[src/common/flash_sleep_pkg.sv]
// Constants for the serial flash sleep and pause control block.
// Assumes a 125 MHz system clock sampling all serial pins.
package flash_sleep_pkg;
   localparam int CLK_FREQ_MHZ = 125;
   // Opcodes that steer the power state
   localparam logic [7:0] OP_SLEEP = 8'hb9;
   localparam logic [7:0] OP_WAKE = 8'hab;
   localparam logic [2:0] BYTE_BOUNDARY = 3'h0;
   // Longest entry and exit times; figures not given, plain defaults
   localparam int SLEEP_ENTRY_TIME_NS = 1000;
   localparam int SLEEP_EXIT_TIME_NS = 1000;
   // Longest times round down, never below one cycle
   localparam int SLEEP_ENTRY_CYCLES_RAW =
      SLEEP_ENTRY_TIME_NS * CLK_FREQ_MHZ / 1000;
   localparam int SLEEP_EXIT_CYCLES_RAW =
      SLEEP_EXIT_TIME_NS * CLK_FREQ_MHZ / 1000;
   localparam int SLEEP_ENTRY_CYCLES =
      (SLEEP_ENTRY_CYCLES_RAW < 1) ? 1 : SLEEP_ENTRY_CYCLES_RAW;
   localparam int SLEEP_EXIT_CYCLES =
      (SLEEP_EXIT_CYCLES_RAW < 1) ? 1 : SLEEP_EXIT_CYCLES_RAW;
   localparam int TIMER_W = 12;
   localparam logic [TIMER_W-1:0] ENTRY_LOAD =
      TIMER_W'(SLEEP_ENTRY_CYCLES - 1);
   localparam logic [TIMER_W-1:0] EXIT_LOAD =
      TIMER_W'(SLEEP_EXIT_CYCLES - 1);
   localparam int SYNC_W = 5;
   typedef enum logic [1:0] {
      ST_STANDBY,
      ST_ENTERING,
      ST_SLEEP,
      ST_WAKING
   } power_state_type;
endpackage : flash_sleep_pkg

[src/hw/serial_flash_sleep_pause_ctrl.sv]
// Deep sleep, pause pin and full-cycle clocking for a serial flash slave.
// Assumes pins arrive asynchronously and the SCK is well below sys_clk/4;
// busy_in and so_data_in come from core logic on sys_clk_in.
`timescale 1ns/1ps
module serial_flash_sleep_pause_ctrl
   import flash_sleep_pkg::*;
(
   input wire logic sys_clk_in,
   input wire logic rst_b_in,
   input wire logic cs_b_in,
   input wire logic sck_in,
   input wire logic si_in,
   input wire logic pause_b_in,
   input wire logic wp_b_in,
   input wire logic busy_in,
   input wire logic so_data_in,
   output logic so_out,
   output logic so_oe_out,
   output logic deep_sleep_out,
   output logic paused_out,
   output logic [7:0] cmd_byte_out,
   output logic cmd_valid_out,
   output logic abort_out,
   output logic write_enable_latch_clr_out,
   output logic wp_b_out
);
   logic [SYNC_W-1:0] pins_s;
   logic cs_s, sck_s, si_s, pause_s, wp_s;
   logic cs_prev_q, sck_prev_q;
   logic sck_rise, sck_fall, cs_rise, cs_act;
   logic paused_q, paused_d;
   logic [2:0] bit_cnt_q;
   logic byte_seen_q;
   logic [7:0] shift_q;
   logic [7:0] opcode_q;
   logic [TIMER_W-1:0] timer_q;
   power_state_type state_q;
   logic asleep;
   logic aligned;

   // Every pin crosses two flops before use; select idles high
   pin_sync #(
      .WIDTH(SYNC_W),
      .RESET_VAL(5'h1c)
   ) u_sync (
      .clk_in(sys_clk_in),
      .rst_b_in(rst_b_in),
      .async_in({cs_b_in, pause_b_in, wp_b_in, sck_in, si_in}),
      .sync_out(pins_s)
   );
   assign {cs_s, pause_s, wp_s, sck_s, si_s} = pins_s;

   // Edge history of the synchronised select and clock
   always_ff @(posedge sys_clk_in or negedge rst_b_in) begin
      if (!rst_b_in) begin
         cs_prev_q <= 1'b1;
         sck_prev_q <= 1'b0;
      end else begin
         cs_prev_q <= cs_s;
         sck_prev_q <= sck_s;
      end
   end

   assign cs_act = ~cs_s;
   assign cs_rise = cs_s & ~cs_prev_q;
   assign sck_rise = sck_s & ~sck_prev_q;
   assign sck_fall = ~sck_s & sck_prev_q;
   assign asleep = (state_q != ST_STANDBY);
   assign aligned = byte_seen_q && (bit_cnt_q == BYTE_BOUNDARY);

   // Pause only moves while SCK is low or on deselect; a change in the high phase waits
   always_comb begin
      paused_d = paused_q;
      if (!cs_act) begin
         paused_d = 1'b0;
      end else if (!sck_s) begin
         paused_d = ~pause_s;
      end
   end

   always_ff @(posedge sys_clk_in or negedge rst_b_in) begin
      if (!rst_b_in) begin
         paused_q <= 1'b0;
      end else begin
         paused_q <= paused_d;
      end
   end

   // Input shifter; rising edges while paused are not counted
   always_ff @(posedge sys_clk_in or negedge rst_b_in) begin
      if (!rst_b_in) begin
         bit_cnt_q <= 3'h0;
         byte_seen_q <= 1'b0;
         shift_q <= 8'h00;
         opcode_q <= 8'h00;
      end else if (!cs_act) begin
         bit_cnt_q <= 3'h0;
         byte_seen_q <= 1'b0;
      end else if (sck_rise && !paused_q) begin
         shift_q <= {shift_q[6:0], si_s};
         bit_cnt_q <= bit_cnt_q + 3'h1;
         if (bit_cnt_q == 3'h7) begin
            byte_seen_q <= 1'b1;
            // Only the first byte is the opcode; trailing bits ignored
            if (!byte_seen_q) begin
               opcode_q <= {shift_q[6:0], si_s};
            end
         end
      end
   end

   // Opcode hand-off to the command core, blocked while asleep
   always_ff @(posedge sys_clk_in or negedge rst_b_in) begin
      if (!rst_b_in) begin
         cmd_valid_out <= 1'b0;
         cmd_byte_out <= 8'h00;
      end else begin
         cmd_valid_out <= cs_act && sck_rise && !paused_q && !asleep
            && !byte_seen_q && (bit_cnt_q == 3'h7);
         if (cs_act && sck_rise && bit_cnt_q == 3'h7 && !byte_seen_q) begin
            cmd_byte_out <= {shift_q[6:0], si_s};
         end
      end
   end

   // Select released mid-pause aborts and drops the write latch
   always_ff @(posedge sys_clk_in or negedge rst_b_in) begin
      if (!rst_b_in) begin
         abort_out <= 1'b0;
         write_enable_latch_clr_out <= 1'b0;
      end else begin
         abort_out <= cs_rise && paused_q;
         write_enable_latch_clr_out <= cs_rise && paused_q;
      end
   end

   // Power state: commands act only at select release on a byte edge.
   // Busy only gates sleep entry; pause never stops self-timed work.
   always_ff @(posedge sys_clk_in or negedge rst_b_in) begin
      if (!rst_b_in) begin
         state_q <= ST_STANDBY;
         timer_q <= '0;
      end else begin
         case (state_q)
            ST_STANDBY: begin
               if (cs_rise && !paused_q && aligned && opcode_q == OP_SLEEP
                  && !busy_in) begin
                  state_q <= ST_ENTERING;
                  timer_q <= ENTRY_LOAD;
               end
            end
            ST_ENTERING: begin
               if (timer_q == '0) begin
                  state_q <= ST_SLEEP;
               end else begin
                  timer_q <= timer_q - TIMER_W'(1);
               end
            end
            ST_SLEEP: begin
               if (cs_rise && !paused_q && aligned
                  && opcode_q == OP_WAKE) begin
                  state_q <= ST_WAKING;
                  timer_q <= EXIT_LOAD;
               end
            end
            ST_WAKING: begin
               if (timer_q == '0) begin
                  state_q <= ST_STANDBY;
               end else begin
                  timer_q <= timer_q - TIMER_W'(1);
               end
            end
            default: state_q <= ST_STANDBY;
         endcase
      end
   end

   // Visible sleep flag follows the settled state
   always_ff @(posedge sys_clk_in or negedge rst_b_in) begin
      if (!rst_b_in) begin
         deep_sleep_out <= 1'b0;
      end else begin
         deep_sleep_out <= (state_q == ST_SLEEP) || (state_q == ST_WAKING)
            || (state_q == ST_ENTERING && timer_q == '0);
      end
   end

   // Output launched on SCK fall; floated while paused or asleep
   always_ff @(posedge sys_clk_in or negedge rst_b_in) begin
      if (!rst_b_in) begin
         so_out <= 1'b0;
         so_oe_out <= 1'b0;
      end else begin
         so_oe_out <= cs_act && !paused_d && !asleep && byte_seen_q;
         if (sck_fall && cs_act && !paused_q) begin
            so_out <= so_data_in;
         end
      end
   end

   // Protect pin and pause flag stay live regardless of pause
   always_ff @(posedge sys_clk_in or negedge rst_b_in) begin
      if (!rst_b_in) begin
         wp_b_out <= 1'b1;
         paused_out <= 1'b0;
      end else begin
         wp_b_out <= wp_s;
         paused_out <= paused_d;
      end
   end

   localparam int ENTRY_MAX = SLEEP_ENTRY_CYCLES + 1;
   localparam int EXIT_MAX = SLEEP_EXIT_CYCLES + 1;
endmodule : serial_flash_sleep_pause_ctrl

[src/hw/pin_sync.sv]
// Two-stage synchroniser for a group of asynchronous pins.
// Assumes the pins are independent levels; no bus coherence is needed.
`timescale 1ns/1ps
module pin_sync #(
   parameter int WIDTH = 1,
   parameter logic [WIDTH-1:0] RESET_VAL = '0
) (
   input wire logic clk_in,
   input wire logic rst_b_in,
   input wire logic [WIDTH-1:0] async_in,
   output logic [WIDTH-1:0] sync_out
);
   logic [WIDTH-1:0] meta_q;

   // First stage feeds only the second stage
   always_ff @(posedge clk_in or negedge rst_b_in) begin
      if (!rst_b_in) begin
         meta_q <= RESET_VAL;
         sync_out <= RESET_VAL;
      end else begin
         meta_q <= async_in;
         sync_out <= meta_q;
      end
   end
endmodule : pin_sync

[config.mk]
export PLATFORM = sky130hd
export DESIGN_NAME = serial_flash_sleep_pause_ctrl
export DESIGN_NICKNAME = d
export VERILOG_FILES = /design/src/common/flash_sleep_pkg.sv /design/src/hw/serial_flash_sleep_pause_ctrl.sv /design/src/hw/pin_sync.sv
export SDC_FILE = /design/constraint.sdc
export NUM_CORES = 1
export LEC_CHECK = 0
export ABC_CLOCK_PERIOD_IN_PS = 2100
export BUFFER_PORTS_ARGS = -buffer_cell sky130_fd_sc_hd__buf_2
export CAP_MARGIN = 25
export CORE_ASPECT_RATIO = 1.5
export CORE_MARGIN = 4
export CORE_UTILIZATION = 60
export CTS_BUF_LIST = sky130_fd_sc_hd__clkbuf_2 sky130_fd_sc_hd__clkbuf_4 sky130_fd_sc_hd__clkbuf_8
export DETAILED_ROUTE_END_ITERATION = 7
export GPL_ROUTABILITY_DRIVEN = 1
export PLACE_DENSITY = 0.81
export SYNTH_ARGS = -nofsm -noshare
export SYNTH_HDL_FRONTEND = slang
export SYNTH_SLANG_ARGS = --single-unit
[constraint.sdc]
create_clock -name sys_clk_in -period 2.1 [get_ports sys_clk_in]
set_input_delay 0.105 -clock sys_clk_in [delete_from_list [all_inputs] [get_ports sys_clk_in]]
set_output_delay 0.105 -clock sys_clk_in [all_outputs]
set_load 0.02 [all_outputs]
# Yosys cells after proc, flatten, opt, wreduce, memory -nomap -nowiden
# Cells that the tools add are included.
[word_totals]
reg_bits = 60
in_bits = 9
out_inout_bits = 16
wordCells = 96
[op_classes]
n_addsub = 2
n_eq_ne = 11
mux = 16
bitwise = 9
reduce_logical = 40
[ops]
columns = ["op", "count"]
rows = [
  ["12-bit two-way mux", 3],
  ["12-bit one-hot mux with 3 select lines", 1],
  ["1-bit logical AND", 21],
  ["8-bit equality test, second input constant", 2],
  ["12-bit logical NOT", 1],
  ["12-bit by 1-bit subtractor with 12-bit output, second input constant", 1],
  ["2-bit two-way mux", 4],
  ["2-bit one-hot mux with 4 select lines", 1],
  ["4-bit AND reduction", 2],
  ["3-bit two-way mux", 2],
  ["2-bit inequality test, second input constant", 3],
  ["1-bit NOT", 6],
  ["2-bit nonzero test", 3],
  ["1-bit logical NOT", 5],
  ["1-bit two-way mux", 5],
  ["2-bit equality test, second input constant", 2],
  ["2-bit by 1-bit inequality test with 1-bit output, second input constant", 2],
  ["2-bit AND reduction", 2],
  ["3-bit by 1-bit adder with 3-bit output, second input constant", 1],
  ["1-bit AND", 3],
  ["3-bit equality test, second input constant", 1],
  ["3-bit logical NOT", 1],
  ["3-bit AND reduction", 1],
  ["2-bit by 1-bit equality test with 1-bit output, second input constant", 1],
  ["other kinds (3)", 4],
]

# Logic depth before layout (Yosys ltp)
[logic_depth]
depth_word = 8
depth_mapped = 8
mapped_depth_nobuf = 7

# Modules after synthesis
# A second synthesis with hierarchy kept.
[hier_totals]
hier_cells = 203
hier_area_um2 = 2565.0
[modules_own_cells]
columns = ["mod", "instances", "cells_each", "area_per_inst_um2", "seq_area_each_um2"]
rows = [
  ["serial_flash_sleep_pause_ctrl", 1, 193, 2307.2, 1253.7],
  ["pin_sync", 1, 10, 257.7, 257.7],
]

# Least setup slack after synthesis
# Ideal clock, no wire load.
[synth_path]
path_type = "register to register"
startpoint = "reg state_q[0]"
endpoint = "reg timer_q[3]"
setup_ns = 0.134
arrival_ns = 1.610
required_time_ns = 1.966
slack_ns = 0.356
stages_incl_launch_ff = 8
n_path_buf = 1
period_less_slack_ns = 1.744
cell_sequence = "dfrtp_1 inv_1 ha_1 nor4b_1 o22ai_1 clkbuf_1 o41ai_1 o21ai_1"
[synth_between]
elab_chain_len = 4
word_cells_on_any_way = 10
classes_between = "6 x eq/ne; 1 x mux; 3 x reduce/logical"
[synth_rtl]
columns = ["item", "line", "text"]
rows = [
  ["start: declaration", "serial_flash_sleep_pause_ctrl.sv:37", "power_state_type state_q;"],
  ["start signal: assignment", "serial_flash_sleep_pause_ctrl.sv:141", "state_q <= ST_STANDBY;"],
  ["start signal: assignment", "serial_flash_sleep_pause_ctrl.sv:148", "state_q <= ST_ENTERING;"],
  ["start signal: assignment", "serial_flash_sleep_pause_ctrl.sv:154", "state_q <= ST_SLEEP;"],
  ["2-bit equality test or 2-bit by 1-bit equality test with 1-bit output (tied branches)", "serial_flash_sleep_pause_ctrl.sv:144", "case (state_q)"],
  ["2-bit OR reduction (no source line)", "n/a", ""],
  ["2-bit inequality test (no source line)", "n/a", ""],
  ["3-bit AND reduction (no source line)", "n/a", ""],
  ["end signal: assignment", "serial_flash_sleep_pause_ctrl.sv:156", "timer_q <= timer_q - TIMER_W'(1);"],
  ["end signal: assignment", "serial_flash_sleep_pause_ctrl.sv:170", "timer_q <= timer_q - TIMER_W'(1);"],
  ["end: declaration", "serial_flash_sleep_pause_ctrl.sv:36", "logic [TIMER_W-1:0] timer_q;"],
]
# Several ways; a longest one is shown, not always the timed one.
# A chain may end at the register's enable or synchronous reset.

# Worst setup path in the final report
[layout_path]
startpoint = "reg state_q[0]"
endpoint = "reg timer_q[2]"
# The elaborated chain is that of the path after synthesis.

==> impl_metrics.csv <==
group,metric,value,unit
status,status,"completed",
final_layout,mostFrequentLayoutCell,"dfrtp_1",
logic_synthesis,synth_warnings,0,
worst_setup_path,r2r_slack,0.14,ns
global_route,gr-total-overflow,0,
clock_network,clk_latency,0.35,ns
floorplan,dieArea,0.00540,mm2
logic_synthesis,ys_types,43,
logic_synthesis,avgSynthCellArea,12.5,um2
worst_setup_path,crit_start,"state_q[0]",
power_and_ir_drop,p_leak,1.50,nW
power_and_ir_drop,switching_share,22.7,%
global_route,antenna_found_initial,0,
final_layout,n_antenna_cell,0,
clock_network,path_clk_slew,0.06,ns
worst_setup_path,reg2reg_depth,7,
sta,maxSlewHeadroom,51.8,%
sta,tightest_slew,0.723,ns
worst_setup_path,crit_fanout,11,
sta,max_freq,0.511,GHz
power_and_ir_drop,pwr-share-comb,5.7,%
floorplan,num_io_pins,25,
final_layout,fillers,270,
final_layout,most-common-layout-cells,"dfrtp_1, mux2_2, buf_2",
worst_setup_path,regToRegStartpoint,"state_q[0]",
final_layout,area_growth_syn_to_layout,20.4,%
logic_synthesis,async_reset_ff_share,100,%
clock_network,clock_tree.root_cell,"clkbuf_8",
detailed_routing,routed_wl,4960,um
worst_setup_path,end_kind,"flip-flop",
worst_setup_path,cp.required,2.34,ns
sta,min_period,1.96,ns
worst_setup_path,worst-path-stages,7,
sta,rsz0062_at_grt,"false",
detailed_routing,via_count,1754,
worst_setup_path,worst-path-buf-inv,2,
floorplan,start_util,63.6,%
sta,hold_viol,0,
hold_path,holdCritStartpoint,"u_sync.meta_q[3]",
sta,fin_setup_tns,0,ns
floorplan,die_y,88.0,um
worst_setup_path,max_stage_delay,0.39,ns
worst_setup_path,path_delay_family,"simple AND/OR/NAND/NOR gates",
global_route,grt_max_degree,61,
power_and_ir_drop,power.density,812,mW/mm2
hold_path,hold_path.class,"reg2reg",
detailed_routing,topRoutingLayerUsed,"met4",
clock_network,cts_tree,"built",
clock_network,cts_sinks,60,
clock_network,cts-buffers-inserted,9,
global_route,grt_pass1_wl,8450,um
floorplan,fp.coreArea,0.00403,mm2
worst_setup_path,path_cells,"inv_1 > ha_1 > nor4b_1 > o22ai_1 > buf_4 > or2_1 > o22a_1",
detailed_routing,wl_met2,2700,um
logic_synthesis,synth_seq_area_share,59.0,%
global_route,grt_pass1_vias,1805,
power_and_ir_drop,internal_power,0.00194,W
logic_synthesis,synth_top_flop_cell,"dfrtp_1",
worst_setup_path,rr_endpoint,"timer_q[2]",
detailed_routing,wl_met1,1920,um
final_layout,layout-drive-gt1-share,35.1,%
logic_synthesis,synth_edf_count,0,
sta,finalClockSkew,0.00698,ns
sta,drv_slew,0,
worst_setup_path,critPathKind,"reg2reg",
floorplan,fp.dieW,61.3,um
final_layout,fin_nets,272,
placed_design,hpwl,3260,um
worst_setup_path,start_kind,"flip-flop",
power_and_ir_drop,pwr-share-seq,51.9,%
clock_network,cts_resized,0,
sta,fin_crit_sh,93.1,%
logic_synthesis,syn-cell-area,0.00256,mm2
logic_synthesis,ys_ff_latch,60,
sta,setup_viol,0,
detailed_routing,drtAntennaViolNets,0,
power_and_ir_drop,p_clk_share,42.4,%
clock_network,cts.path.max_buffers,2,
logic_synthesis,netlist_instances,205,
power_and_ir_drop,ir_worst_vdd,0.000887,V
detailed_routing,drt-wirelength-per-cell,16.3,um
detailed_routing,wl_met3,183,um
global_route,grt_use_total,22.1,%
worst_setup_path,crit_path_end,"timer_q[2]",
power_and_ir_drop,p_switching,0.000569,W
placed_design,portBuffers,24,
detailed_routing,via_per_inst,5.77,
worst_setup_path,critPathSlowestCell,"dfrtp_1",
job,drv_cap,0,
final_layout,final_area,0.00308,mm2
placed_design,gp_congestion,0.885,
detailed_routing,drc,0,
detailed_routing,first_iter_violations,74,
detailed_routing,drtPass1Iterations,4,
placed_design,placed_cell_area,0.00279,mm2
floorplan,fp-row-count,28,
clock_network,h-tree-depth,3,
logic_synthesis,synth_nets,223,
worst_setup_path,worst_ep_arrival_time,2.19,ns
==> routing by layer <==
metal	vias up	global-route usage, %
met5	-	0
met4	0	14.7
met3	16	6.34
met2	38	35.6
met1	865	24.5
li1	835	-
==> cells by family (layout without fill, tap and decap cells) <==
kind of cell	after synthesis	in the layout	synth area share (%)
buffers and inverters	15	69	2.39
adders and majority gates	9	9	4.40
DFF	60	60	59.0
AOI/OAI and AO/OA	37	37	8.60
and+or+nand+nor	57	57	13.9
muxes	26	26	11.3
xor gates and xnor gates	1	1	0.342
==> cells in the mapped netlist, drive strengths merged, types with 3 or more instances <==
| cell | instances | area (um2) |
|---|---|---|
| nor4 | 3 | 48.8 |
| nor2 | 13 | 48.8 |
| ha | 9 | 113 |
| a21oi | 9 | 45.0 |
| nor3b | 3 | 27.5 |
| inv | 9 | 33.8 |
| clkbuf | 3 | 11.3 |
| o21ai | 15 | 75.1 |
| nor3 | 4 | 20.0 |
| dfrtp | 52 | 1300 |
| dfstp | 8 | 210 |
| nor4b | 3 | 26.3 |
| nand2 | 9 | 36.3 |
| o41ai | 3 | 26.3 |
| buf | 3 | 16.3 |
| nand3 | 6 | 30.0 |
| a31oi | 3 | 18.8 |
| mux2 | 24 | 270 |
==> layout make-up <==
cell class	instances	area [um2]	area share (%)
Multi-Input combinational cell	130	988	32.0
Tap cell	45	56.3	1.83
Sequential cell	60	1510	49.0
Clock buffer	12	159	5.15
Timing Repair Buffer	44	288	9.33
Inverter	9	33.8	1.10
Clock inverter	4	47.5	1.54
==> power groups by stage <==
| stage | Sequential (W) | Combinational [W] | Clock, W |
|---|---|---|---|
| final | 0.00130 | 0.000142 | 0.00106 |
| after global routing | 0.00131 | 0.000159 | 0.00115 |
| after CTS | 0.00130 | 0.000145 | 0.00108 |
| after detailed placement | 0.00132 | 0.000135 | 0 |
| after global placement | 0.00132 | 0.000129 | 0 |
| after floorplan | 0.00131 | 0.0000755 | 0 |
==> through the flow <==
step	power [W]	std cells	setup WS, ns	util [%]	hold WS [ns]
after global routing	0.00262	304	0.00488	76.6	0.358
after detailed placement	0.00146	279	0.187	69.3	0.212
after global placement	0.00145	279	0.237	69.3	0.209
final	0.00251	304	0.144	76.6	0.356
after floorplan	0.00138	205	0.356	-	-0.191
after CTS	0.00253	302	0.171	76.2	0.357
==> registers in the layout (all words and copies together), names as in the netlist <==
name and flops:
cs_prev_q 1, state_q 2, paused_out 1, u_sync.sync_out 5
so_out 1, wp_b_out 1, cmd_byte_out 8, cmd_valid_out 1
opcode_q 8, u_sync.meta_q 5, timer_q 12, bit_cnt_q 3
byte_seen_q 1, deep_sleep_out 1, so_oe_out 1, write_enable_latch_clr_out 1
shift_q 7, sck_prev_q 1
==> repair_timing <==
item                                   4_1_cts  5_1_grt
endpoints found under the hold margin       58        0
setup endpoints to repair                    0        5
hold buffers                                 7        0
buffers inserted                             0        2
==> how the worst min path moves through the flow <==
stage,cells after the start,slack [ns],endpoint
2_1_floorplan,0,-0.19,bit_cnt_q[0]
3_3_place_gp,1,0.21,u_sync.meta_q[2]
3_5_place_dp,1,0.21,u_sync.meta_q[3]
4_1_cts,0,0.36,u_sync.sync_out[3]
5_1_grt,0,0.36,u_sync.sync_out[3]
6_report,0,0.36,u_sync.sync_out[3]
Power figures use the tool's default switching activity.
